**src/logic/ptc_pkg.sv**
```systemverilog
// Package of constants and carrier types for the probe trigger comparator
package ptc_pkg;

    // ==========================================================
    // Sizes
    localparam int NUM_PROBES = 4;
    localparam int PROBE_W = 16;

    // ==========================================================
    // Encodings
    typedef enum logic [2:0] {
        PTC_OP_EQ,
        PTC_OP_NE,
        PTC_OP_LT,
        PTC_OP_LE,
        PTC_OP_GT,
        PTC_OP_GE
    } ptc_op_t;

    typedef enum logic [2:0] {
        PTC_RADIX_BIN,
        PTC_RADIX_HEX,
        PTC_RADIX_OCT,
        PTC_RADIX_UDEC,
        PTC_RADIX_SDEC
    } ptc_radix_t;

    // Per-bit binary codes
    typedef enum logic [2:0] {
        PTC_BIT_ZERO,
        PTC_BIT_ONE,
        PTC_BIT_DC,
        PTC_BIT_RISE,
        PTC_BIT_FALL,
        PTC_BIT_BOTH,
        PTC_BIT_NOCHG
    } ptc_bit_code_t;

    typedef enum logic [1:0] {
        PTC_COMB_AND,
        PTC_COMB_OR,
        PTC_COMB_NAND,
        PTC_COMB_NOR
    } ptc_comb_t;

    typedef enum logic [1:0] {
        PTC_SRC_COMPARATOR_ONLY,
        PTC_SRC_COMPARATOR_OR_EXTERNAL,
        PTC_SRC_OTHER
    } ptc_src_t;

    // ==========================================================
    // Per-probe configuration; value holds the digit values, dc_mask the masked bits
    typedef struct packed {
        logic participate;
        ptc_op_t op;
        ptc_radix_t radix;
        logic [PROBE_W-1:0] value;
        logic [PROBE_W-1:0] dc_mask;
        logic [3*PROBE_W-1:0] bit_codes;
    } ptc_probe_cfg_t;

    // Reset values
    localparam logic [PROBE_W-1:0] PROBE_RST = 16'h0000;

endpackage

```
**src/logic/ptc_probe_cmp.sv**
```systemverilog
// One probe comparator with sample history
`timescale 1ns/1ps

module ptc_probe_cmp (
    // Clock and reset
    input wire logic clk,
    input wire logic rst,
    // Sampled probe and configuration
    input wire logic [ptc_pkg::PROBE_W-1:0] sample,
    input wire ptc_pkg::ptc_probe_cfg_t cfg,
    // Result
    output logic match
);

    // ==========================================================
    // Previous sample
    logic [ptc_pkg::PROBE_W-1:0] prev_r;
    logic [ptc_pkg::PROBE_W-1:0] prev_nxt;
    logic match_r;
    logic match_nxt;
    logic [ptc_pkg::PROBE_W-1:0] bit_ok;
    logic [ptc_pkg::PROBE_W-1:0] eff_mask;
    logic [ptc_pkg::PROBE_W-1:0] cur_m;
    logic [ptc_pkg::PROBE_W-1:0] val_m;
    logic rel_ok;
    logic is_bin;

    assign is_bin = (cfg.radix == ptc_pkg::PTC_RADIX_BIN);

    // Per-bit code evaluation
    genvar g;
    generate
        for (g = 0; g < ptc_pkg::PROBE_W; g++) begin : g_bit
            always_comb begin
                unique case (ptc_pkg::ptc_bit_code_t'(cfg.bit_codes[3*g +: 3]))
                    ptc_pkg::PTC_BIT_ZERO: bit_ok[g] = !sample[g];
                    ptc_pkg::PTC_BIT_ONE: bit_ok[g] = sample[g];
                    ptc_pkg::PTC_BIT_DC: bit_ok[g] = 1'b1;
                    ptc_pkg::PTC_BIT_RISE: bit_ok[g] = sample[g] && !prev_r[g];
                    ptc_pkg::PTC_BIT_FALL: bit_ok[g] = !sample[g] && prev_r[g];
                    ptc_pkg::PTC_BIT_BOTH: bit_ok[g] = sample[g] ^ prev_r[g];
                    ptc_pkg::PTC_BIT_NOCHG: bit_ok[g] = sample[g] == prev_r[g];
                    default: bit_ok[g] = 1'b1;
                endcase
            end
        end
    endgenerate

    // Masked bits drop out of both sides of the relation
    always_comb begin
        eff_mask = cfg.dc_mask;
        cur_m = sample & ~eff_mask;
        val_m = cfg.value & ~eff_mask;
        unique case (cfg.op)
            ptc_pkg::PTC_OP_EQ: rel_ok = (cur_m == val_m);
            ptc_pkg::PTC_OP_NE: rel_ok = (cur_m != val_m);
            ptc_pkg::PTC_OP_LT: rel_ok = (cfg.radix == ptc_pkg::PTC_RADIX_SDEC) ?
                ($signed(cur_m) < $signed(val_m)) : (cur_m < val_m);
            ptc_pkg::PTC_OP_LE: rel_ok = (cfg.radix == ptc_pkg::PTC_RADIX_SDEC) ?
                ($signed(cur_m) <= $signed(val_m)) : (cur_m <= val_m);
            ptc_pkg::PTC_OP_GT: rel_ok = (cfg.radix == ptc_pkg::PTC_RADIX_SDEC) ?
                ($signed(cur_m) > $signed(val_m)) : (cur_m > val_m);
            ptc_pkg::PTC_OP_GE: rel_ok = (cfg.radix == ptc_pkg::PTC_RADIX_SDEC) ?
                ($signed(cur_m) >= $signed(val_m)) : (cur_m >= val_m);
            default: rel_ok = 1'b0;
        endcase
    end

    always_comb begin
        prev_nxt = sample;
        if (!cfg.participate) begin
            match_nxt = 1'b1;
        end else if (is_bin) begin
            // Binary: EQ means all bit codes hold, NE its inverse
            match_nxt = (cfg.op == ptc_pkg::PTC_OP_NE) ? !(&bit_ok) : (&bit_ok);
        end else begin
            match_nxt = rel_ok;
        end
    end

    always_ff @(posedge clk) begin
        if (rst) begin
            prev_r <= ptc_pkg::PROBE_RST;
            match_r <= 1'b0;
        end else begin
            prev_r <= prev_nxt;
            match_r <= match_nxt;
        end
    end

    assign match = match_r;

endmodule // ptc_probe_cmp

```
**src/logic/ptc_top.sv**
```systemverilog
// Basic trigger unit: probe comparators and global combine function
// ==========================================================
// Overview of operation
// - Each comparator offers equal, not equal, less, less-or-equal, greater and greater-or-equal; in binary radix only equal and not equal.
// - Each comparator compares its programmed value with the live probe sample.
// - Binary bit codes are zero, one and don't care, a don't-care bit never blocks a match.
// - Bit codes rise, fall and either-edge match transitions between successive samples.
// - The no-transition bit code matches when the bit equals its previous sample.
// - Hex digits set four compare bits and a don't-care digit masks all four.
// - Octal digits set three compare bits and a don't-care digit masks all three.
// - Unsigned decimal compares unsigned and signed decimal compares in two's complement.
// - The combine function is AND, OR, NAND or NOR over the results of the participating comparators.
// - When probes share one physical port only AND and NAND are supported.
// - Non-participating probes are forced to don't care and do not affect the result.
// - The comparator path acts only in comparator-only or comparator-or-external source mode.
// - In comparator-or-external mode the trigger is the comparator result OR the external input.
`timescale 1ns/1ps

module ptc_top (
    // Clock and reset
    input wire logic clk,
    input wire logic rst,
    // Observed design nets, asynchronous to clk
    input wire logic [ptc_pkg::NUM_PROBES*ptc_pkg::PROBE_W-1:0] probe_in,
    input wire logic external_trigger_input,
    // Configuration
    input wire ptc_pkg::ptc_probe_cfg_t [ptc_pkg::NUM_PROBES-1:0] probe_cfg,
    input wire ptc_pkg::ptc_comb_t comb_sel,
    input wire ptc_pkg::ptc_src_t src_sel,
    input wire logic shared_port,
    // Results
    output logic trigger,
    output logic comb_result,
    output logic comb_unsupported
);

    // ==========================================================
    // Input synchronisers
    logic [ptc_pkg::NUM_PROBES*ptc_pkg::PROBE_W-1:0] probe_s1_r;
    logic [ptc_pkg::NUM_PROBES*ptc_pkg::PROBE_W-1:0] probe_s2_r;
    logic ext_s1_r;
    logic ext_s2_r;
    logic ext_d_r;
    logic [ptc_pkg::NUM_PROBES-1:0] match;
    logic [ptc_pkg::NUM_PROBES-1:0] part;

    always_ff @(posedge clk) begin
        if (rst) begin
            probe_s1_r <= '0;
            probe_s2_r <= '0;
            ext_s1_r <= 1'b0;
            ext_s2_r <= 1'b0;
            ext_d_r <= 1'b0;
        end else begin
            probe_s1_r <= probe_in;
            probe_s2_r <= probe_s1_r;
            ext_s1_r <= external_trigger_input;
            ext_s2_r <= ext_s1_r;
            ext_d_r <= ext_s2_r; // Aligns with comparator latency
        end
    end

    // ==========================================================
    // Comparators
    genvar p;
    generate
        for (p = 0; p < ptc_pkg::NUM_PROBES; p++) begin : g_probe
            ptc_probe_cmp u_cmp (
                .clk(clk),
                .rst(rst),
                .sample(probe_s2_r[p*ptc_pkg::PROBE_W +: ptc_pkg::PROBE_W]),
                .cfg(probe_cfg[p]),
                .match(match[p])
            );
            assign part[p] = probe_cfg[p].participate;

        end
    endgenerate

    // ==========================================================
    // Combine
    function automatic logic comb_f(input ptc_pkg::ptc_comb_t sel,
                                    input logic [ptc_pkg::NUM_PROBES-1:0] m,
                                    input logic [ptc_pkg::NUM_PROBES-1:0] pt);
        logic [ptc_pkg::NUM_PROBES-1:0] any_true;
        logic [ptc_pkg::NUM_PROBES-1:0] any_false;
        any_true = m & pt;
        any_false = ~m & pt;
        unique case (sel)
            ptc_pkg::PTC_COMB_AND: comb_f = ~|any_false;
            ptc_pkg::PTC_COMB_OR: comb_f = |any_true;
            ptc_pkg::PTC_COMB_NAND: comb_f = |any_false;
            ptc_pkg::PTC_COMB_NOR: comb_f = ~|any_true;
        endcase
    endfunction

    logic comb_r;
    logic comb_nxt;
    logic trig_r;
    logic trig_nxt;
    logic unsup_r;
    logic unsup_nxt;
    logic comb_ok;

    always_comb begin
        // OR and NOR refused on a shared port; result held low
        unsup_nxt = shared_port &&
            (comb_sel == ptc_pkg::PTC_COMB_OR || comb_sel == ptc_pkg::PTC_COMB_NOR);
        comb_ok = unsup_nxt ? 1'b0 : comb_f(comb_sel, match, part);
        comb_nxt = comb_ok;
        unique case (src_sel)
            ptc_pkg::PTC_SRC_COMPARATOR_ONLY: trig_nxt = comb_ok;
            ptc_pkg::PTC_SRC_COMPARATOR_OR_EXTERNAL: trig_nxt = comb_ok | ext_d_r;
            default: trig_nxt = 1'b0;
        endcase
    end

    always_ff @(posedge clk) begin
        if (rst) begin
            comb_r <= 1'b0;
            trig_r <= 1'b0;
            unsup_r <= 1'b0;
        end else begin
            comb_r <= comb_nxt;
            trig_r <= trig_nxt;
            unsup_r <= unsup_nxt;
        end
    end

    assign trigger = trig_r;
    assign comb_result = comb_r;
    assign comb_unsupported = unsup_r;
endmodule // ptc_top

```
**config.mk**
```make
export PLATFORM = sky130hd
export DESIGN_NAME = ptc_top
export DESIGN_NICKNAME = d
export VERILOG_FILES = /design/src/logic/ptc_pkg.sv /design/src/logic/ptc_probe_cmp.sv /design/src/logic/ptc_top.sv
export SDC_FILE = /design/constraint.sdc
export NUM_CORES = 1
export LEC_CHECK = 0
export BUFFER_PORTS_ARGS = -buffer_cell sky130_fd_sc_hd__buf_2
export CAP_MARGIN = 20
export CORE_MARGIN = 1.5
export CORE_UTILIZATION = 40
export DETAILED_ROUTE_END_ITERATION = 16
export PLACE_DENSITY = 0.63
export SLEW_MARGIN = 40
export SYNTH_ARGS = -nofsm -noshare
export SYNTH_HDL_FRONTEND = slang
export SYNTH_SLANG_ARGS = --single-unit
export TNS_END_PERCENT = 100
```
**constraint.sdc**
```tcl
create_clock -name clk -period 4.8 [get_ports clk]
set_input_delay 0.48 -clock clk [delete_from_list [all_inputs] [get_ports clk]]
set_output_delay 0.48 -clock clk [all_outputs]
set_load 0.03 [all_outputs]
```
# [Word-level counts from Yosys, hierarchy flattened]
# Cells that the tools add are included.
[totals] regBits=202 inputBits=420 out_inout_bits=3 word_cells=991
[classes] n_lt_le_gt_ge=32 eq_ne=420 n_mux=99 n_bitwise=80 reduce_logical=344
[ops] operator="$eq A3 B3 Y1 const B" count=204
[ops] operator="$pmux W1 S6" count=68
[ops] operator="$eq A3 B2 Y1 const B" count=72
[ops] operator="$logic_not A3 Y1" count=72
[ops] operator="$eq A3 B1 Y1 const B" count=68
[ops] operator="$logic_not A1 Y1" count=134
[ops] operator="$logic_and A1 B1 Y1" count=129
[ops] operator="$and A16 B16 Y16" count=8
[ops] operator="$ge A16 B16 Y1" count=8
[ops] operator="$gt A16 B16 Y1" count=8
[ops] operator="$le A16 B16 Y1" count=8
[ops] operator="$lt A16 B16 Y1" count=8
[ops] operator="$eq A1 B1 Y1" count=64
[ops] operator="$eq A16 B16 Y1" count=4
[ops] operator="$ne A16 B16 Y1" count=4
[ops] operator="$not A16 Y16" count=4
[ops] operator="$reduce_and A16 Y1" count=4
[ops] operator="$xor A1 B1 Y1" count=64
[ops] operator="$mux W1" count=29
[ops] operator="$and A4 B4 Y4" count=2
[ops] operator="$reduce_or A4 Y1" count=2
[ops] operator="$eq A2 B1 Y1 const B" count=2
[ops] operator="$eq A2 B2 Y1 const B" count=2
[ops] operator="$logic_not A2 Y1" count=2
[ops] operator="5 further kinds" count=5

# [Depth between registers and ports, before layout]
[depth] word_depth=8 depth_mapped=11 ltp_nobuf=11

# [Cells and area by module]
# From an unflattened synthesis, not the netlist that was laid out.
[hier_totals] hier_cells=1638 area_unflattened_um2=13990.9
[by_module_without_submodules] module="ptc_probe_cmp (g_probe[2].u_cmp ...)" instances=2 cells_per_inst=337 area_per_inst_um2=2577.5 seq_area_each_um2=340.3
[by_module_without_submodules] module="ptc_top" instances=1 cells_per_inst=298 area_per_inst_um2=3702.3 seq_area_each_um2=2682.6
[by_module_without_submodules] module="ptc_probe_cmp (g_probe[1].u_cmp)" instances=1 cells_per_inst=331 area_per_inst_um2=2573.7 seq_area_each_um2=340.3
[by_module_without_submodules] module="ptc_probe_cmp (g_probe[0].u_cmp)" instances=1 cells_per_inst=335 area_per_inst_um2=2560.0 seq_area_each_um2=340.3

# [Least setup slack after synthesis]
# Ideal clock, no wire load.
[synth_timing] path_type="input to register" from="in probe_cfg[237] in the netlist's numbering" to="reg g_probe[2].u_cmp.match_r" setup_ns=0.091 t_arrival_ns=2.410 t_required_ns=4.709 setup_slack_ns=2.299 path_stages=10 path_buffers=0 cell_sequence="nand2b_1 -> ha_1 -> nand4_2 -> or4_4 -> a21oi_1 -> a2111o_1 -> xnor2_1 -> mux2i_1 -> nor4_1 -> a311oi_1"
[synth_via] elab_chain_cells=7 word_cells_on_any_way=20 classes_between="8 x order compare; 2 x eq/ne; 7 x mux; 3 x bitwise"
[synth_rtl] item="from (decl)" line="ptc_top.sv:27" rtl="input wire ptc_pkg::ptc_probe_cfg_t [ptc_pkg::NUM_PROBES-1:0] probe_cfg,"
[synth_rtl] item="$not A16 Y16 (*)" line="ptc_probe_cmp.sv:52, ptc_probe_cmp.sv:53"
[synth_rtl] item="$and A16 B16 Y16, on equally long branches" line="ptc_probe_cmp.sv:52, ptc_probe_cmp.sv:53"
[synth_rtl] item="$ge A16 B16 Y1, or another cell as far along" line="ptc_probe_cmp.sv:64" rtl="($signed(cur_m) >= $signed(val_m)) : (cur_m >= val_m);"
[synth_rtl] item="$mux W1, on equally long branches"
[synth_rtl] item="$pmux W1 S6 (*)" line="ptc_probe_cmp.sv:54" rtl="unique case (cfg.op)"
[synth_rtl] item="$mux W1 (*)" line="ptc_probe_cmp.sv:73" rtl="end else if (is_bin) begin"
[synth_rtl] item="$mux W1 (*)" line="ptc_probe_cmp.sv:71" rtl="if (!cfg.participate) begin"
[synth_rtl] item="to (signal assigned)" line="ptc_probe_cmp.sv:87" rtl="match_r <= match_nxt;"
[synth_rtl] item="to (decl)" line="ptc_probe_cmp.sv:19" rtl="logic match_r;"
# Every way passes the cells marked *; elsewhere a longest branch is shown, timed or not.
# A chain may end at the register's enable or synchronous reset.

# [Final worst setup path]
[layout_timing] from="reg probe_s2_r[42] in the netlist's numbering" to="reg g_probe[2].u_cmp.match_r"
[layout_via] elab_chain_cells=8 word_cells_on_any_way=27 classes_between="8 x order compare; 3 x eq/ne; 9 x mux; 2 x bitwise; 5 x reduce/logical"
[layout_rtl] item="from (decl)" line="ptc_top.sv:40" rtl="logic [ptc_pkg::NUM_PROBES*ptc_pkg::PROBE_W-1:0] probe_s2_r;"
[layout_rtl] item="from (signal assigned)" line="ptc_top.sv:56" rtl="probe_s2_r <= probe_s1_r;"
[layout_rtl] item="branches (longest 6 deep; another with $ge A16 B16 Y1)"
[layout_rtl] item="$mux W1 (*)" line="ptc_probe_cmp.sv:73"
[layout_rtl] item="$mux W1 (*)" line="ptc_probe_cmp.sv:71"
# Every way passes the cells marked *.

==> results.py <==
metrics = {
    "route": {
        "final_antenna_net_count": 0,
        "drtIter0Drc": 595,
        "wire_per_inst_um": 16.5,
        "dr.pass1.iters": 5,
        "wl_um": 40600,
        "vias": 12774,
        "drc": 0,
        "vias_per_cell": 5.18,
    },
    "die": {
        "die_y_um": 186,
        "die_width_um": 186,
        "die-area_um2": 34600,
        "ios": 423,
        "rows": 66,
        "core_area_um2": 32800,
        "start_util_pct": 40.9,
    },
    "clocking": {
        "clkLatencyLatePin_ns": 0.53,
        "cts_buffer_depth": 3,
        "clkTransAtPathRegs_ns": 0.06,
        "tritoncts": "yes",
        "post-cts-setup-buffer-count": 0,
        "h-tree-depth": 1,
        "ctsHoldBuffers": 0,
        "cts_sinks": 202,
        "ctsResizeCount": 0,
        "root_buffer": "clkbuf_16",
        "cts_made_buffers": 25,
    },
    "grt": {
        "antenna_found_initial": 15,
        "grt_max_degree": 115,
        "grt-ovfl-total": 0,
        "grt_pass1_vias": 11937,
        "grt_first_pass_wirelength_um": 60100,
        "grt.total_usage_pct": 22.2,
    },
    "layout": {
        "drive_gt1_share_pct": 23.9,
        "final_cells": 2466,
        "area_growth_syn_to_layout_pct": 25.9,
        "fin_nets": 2609,
        "multi_input_area_um2": 8740,
        "nFillCells": 3179,
        "register_area_um2": 4040,
        "finalInstanceArea_um2": 16900,
    },
    "logic_synthesis": {
        "ys_ff_latch": 202,
        "async_flop_share_pct": 0,
        "ys_types": 52,
        "yosysSeqAreaShare_pct": 30.2,
        "syn-cell-area_um2": 13400,
        "synthesis.nets": 2181,
        "synthCells": 1569,
        "synth-main-ff-cell": "dfxtp_1",
        "syn_area_per_cell_um2": 8.54,
        "synth_edf_count": 0,
        "yosys_warnings": 0,
    },
    "timing": {
        "finalHoldViolCount": 0,
        "fin_crit_ns": 2.67,
        "max_slew_margin_pct": 47.8,
        "worst_pin_slew_ns": 0.783,
        "fin_crit_sh_pct": 55.6,
        "drv_slew": 0,
        "finClkSkew_ns": 0.0102,
        "tns_ns": 0,
        "fmax_ghz": 0.374,
        "rsz0062_at_grt": "false",
        "setup_violations": 0,
        "worst_hold_slack_ns": 0.123,
    },
    "placement": {
        "place_area_um2": 16000,
        "detailed_place_hpwl_um": 33500,
        "dp.cells": 2412,
        "port-buffer-count": 422,
        "routabilityCongestion": 0.921,
    },
    "run_status": {
        "outcome": "complete, no violations",
    },
    "critical_path": {
        "start_kind": "register",
        "cp_slowest_cell": "or4_4",
        "arrival_ns": 3.11,
        "required_ns": 5.23,
        "rrSetupSlack_ns": 2.13,
        "crit_chain": "inv_1, nor2_1, ha_1, nand4_1, or4_4, a21oi_1, a2111o_1, xnor2_1, mux2i_1, nor4_1, a311oi_1",
        "worst_setup_path_end_kind": "register",
        "critPathKind": "register to register",
        "crit_fanout": 3,
        "cpPeakStageDelay_ns": 0.60,
    },
    "pwr": {
        "irDropWorstVdd_v": 0.000235,
        "power_uw": 4510,
        "leakage_uw": 0.00744,
        "power_density_nw_per_um2": 268,
    },
    "min_path": {
        "hold_path.class": "input port to register",
    },
    "flow_run": {
        "drv_cap": 0,
    },
}
## report_power, final
part	switching [µW]	internal, µW	total, µW	leakage [µW]
logic	410	384	795	0.00538
registers	34.6	1750	1780	0.00166
clock network	760	1180	1940	0.000403
total	1200	3310	4510	0.00744
## placed cells by master (no fill, tap or decap), types with 20 or more instances in the layout
| master | Yosys | routed |
|---|---|---|
| buf_2 | 0 | 421 |
| dfxtp_1 | 202 | 202 |
| nor2_1 | 193 | 193 |
| ha_1 | 192 | 192 |
| nor2b_1 | 146 | 146 |
| inv_1 | 139 | 139 |
| nor4bb_1 | 79 | 79 |
| nand2b_1 | 74 | 74 |
| a21oi_1 | 74 | 74 |
| nor3b_1 | 67 | 67 |
| o21ai_0 | 53 | 53 |
| nand2_1 | 50 | 50 |
| nor4_1 | 40 | 40 |
| clkbuf_16 | 0 | 25 |
| nand4_1 | 21 | 21 |
| o211ai_1 | 21 | 21 |
| mux2i_1 | 20 | 20 |
## sequential cells by signal, summed over array words and instances (netlist names)
name,cells
trigger,1
g_probe.u_cmp.match,4
ext_d_r,1
g_probe.u_cmp.prev_r,64
ext_s1_r,1
probe_s1_r,64
ext_s2_r,1
probe_s2_r,64
comb_unsupported,1
comb_result,1
## cell type report
class                           instances  area share (%)
Multi-Input combinational cell       1203            51.8
Tap cell                              442            3.28
Sequential cell                       202            24.0
Antenna cell                           10           0.148
Clock inverter                          9           0.764
Timing Repair Buffer                  423            12.7
Inverter                              142            3.16
Clock buffer                           35            4.17
## cells by family after synthesis
group | synth area share (%)
XOR/XNOR | 0.784
adder cells (fa/ha/maj) | 17.9
AND/OR/NAND/NOR | 32.7
flip-flops | 30.2
multiplexers | 2.75
buffers and inverters | 4.59
AO/OA/AOI/OAI | 11.1
## worst paths after layout
kind / endpoint / cells past startpoint / from
setup / recovery: g_probe[2].u_cmp.match / 11 / probe_s2_r[42]
hold / removal: trigger / 2 / src_sel[1]
setup reg to reg: g_probe[2].u_cmp.match / 11 / probe_s2_r[42]
hold reg to reg: probe_s2_r[26] / 1 / probe_s1_r[26]
## cell usage after synthesis, drive strengths merged, types with 3 or more instances
| cell | number | area, µm² |
|---|---|---|
| nand2b | 74 | 463 |
| a211oi | 16 | 120 |
| and4 | 3 | 26.3 |
| nor4bb | 79 | 791 |
| inv | 142 | 533 |
| nor2b | 146 | 913 |
| xnor2 | 4 | 35.0 |
| mux2i | 20 | 200 |
| a2111oi | 21 | 196 |
| dfxtp | 202 | 4040 |
| nand2 | 50 | 188 |
| a21oi | 74 | 370 |
| nand3b | 10 | 75.1 |
| a31oi | 3 | 18.8 |
| xor2 | 8 | 70.1 |
| nor3 | 18 | 90.1 |
| or4 | 6 | 52.6 |
| o22ai | 11 | 68.8 |
| nand4 | 23 | 156 |
| o211ai | 21 | 158 |
| nand3 | 9 | 45.0 |
| nor3b | 67 | 503 |
| o311ai | 4 | 35.0 |
| o21ai | 58 | 290 |
| nor4b | 9 | 78.8 |
| nor4 | 40 | 250 |
| a21o | 8 | 60.1 |
| mux2 | 15 | 169 |
| clkbuf | 22 | 82.6 |
| nor2 | 193 | 724 |
| ha | 192 | 2400 |
## metrics by stage
stage	utilization (%)	worst slack, ns
global placement	48.8	1.97
global route	51.4	1.95
floorplan	-	2.30
CTS	51.4	2.10
detailed placement	48.9	1.88
finish	51.5	2.13
## per-layer routing
layer | routed length [µm] | GRT usage [%]
met5 | 67 | 0
met1 | 17400 | 27.0
met3 | 2760 | 4.77
met2 | 19000 | 38.4
met4 | 1390 | 8.06
## critical path, delay by kind of cell (launching register included)
kind,cells,cell delay (ns)
and+or+nand+nor,4,0.93
adders and majority gates,1,0.29
muxes,1,0.20
xor gates and xnor gates,1,0.13
DFF,1,0.35
AOI/OAI and AO/OA,3,0.53
buffers and inverters,1,0.15
Note: power is estimated with default switching activity, not from simulation.
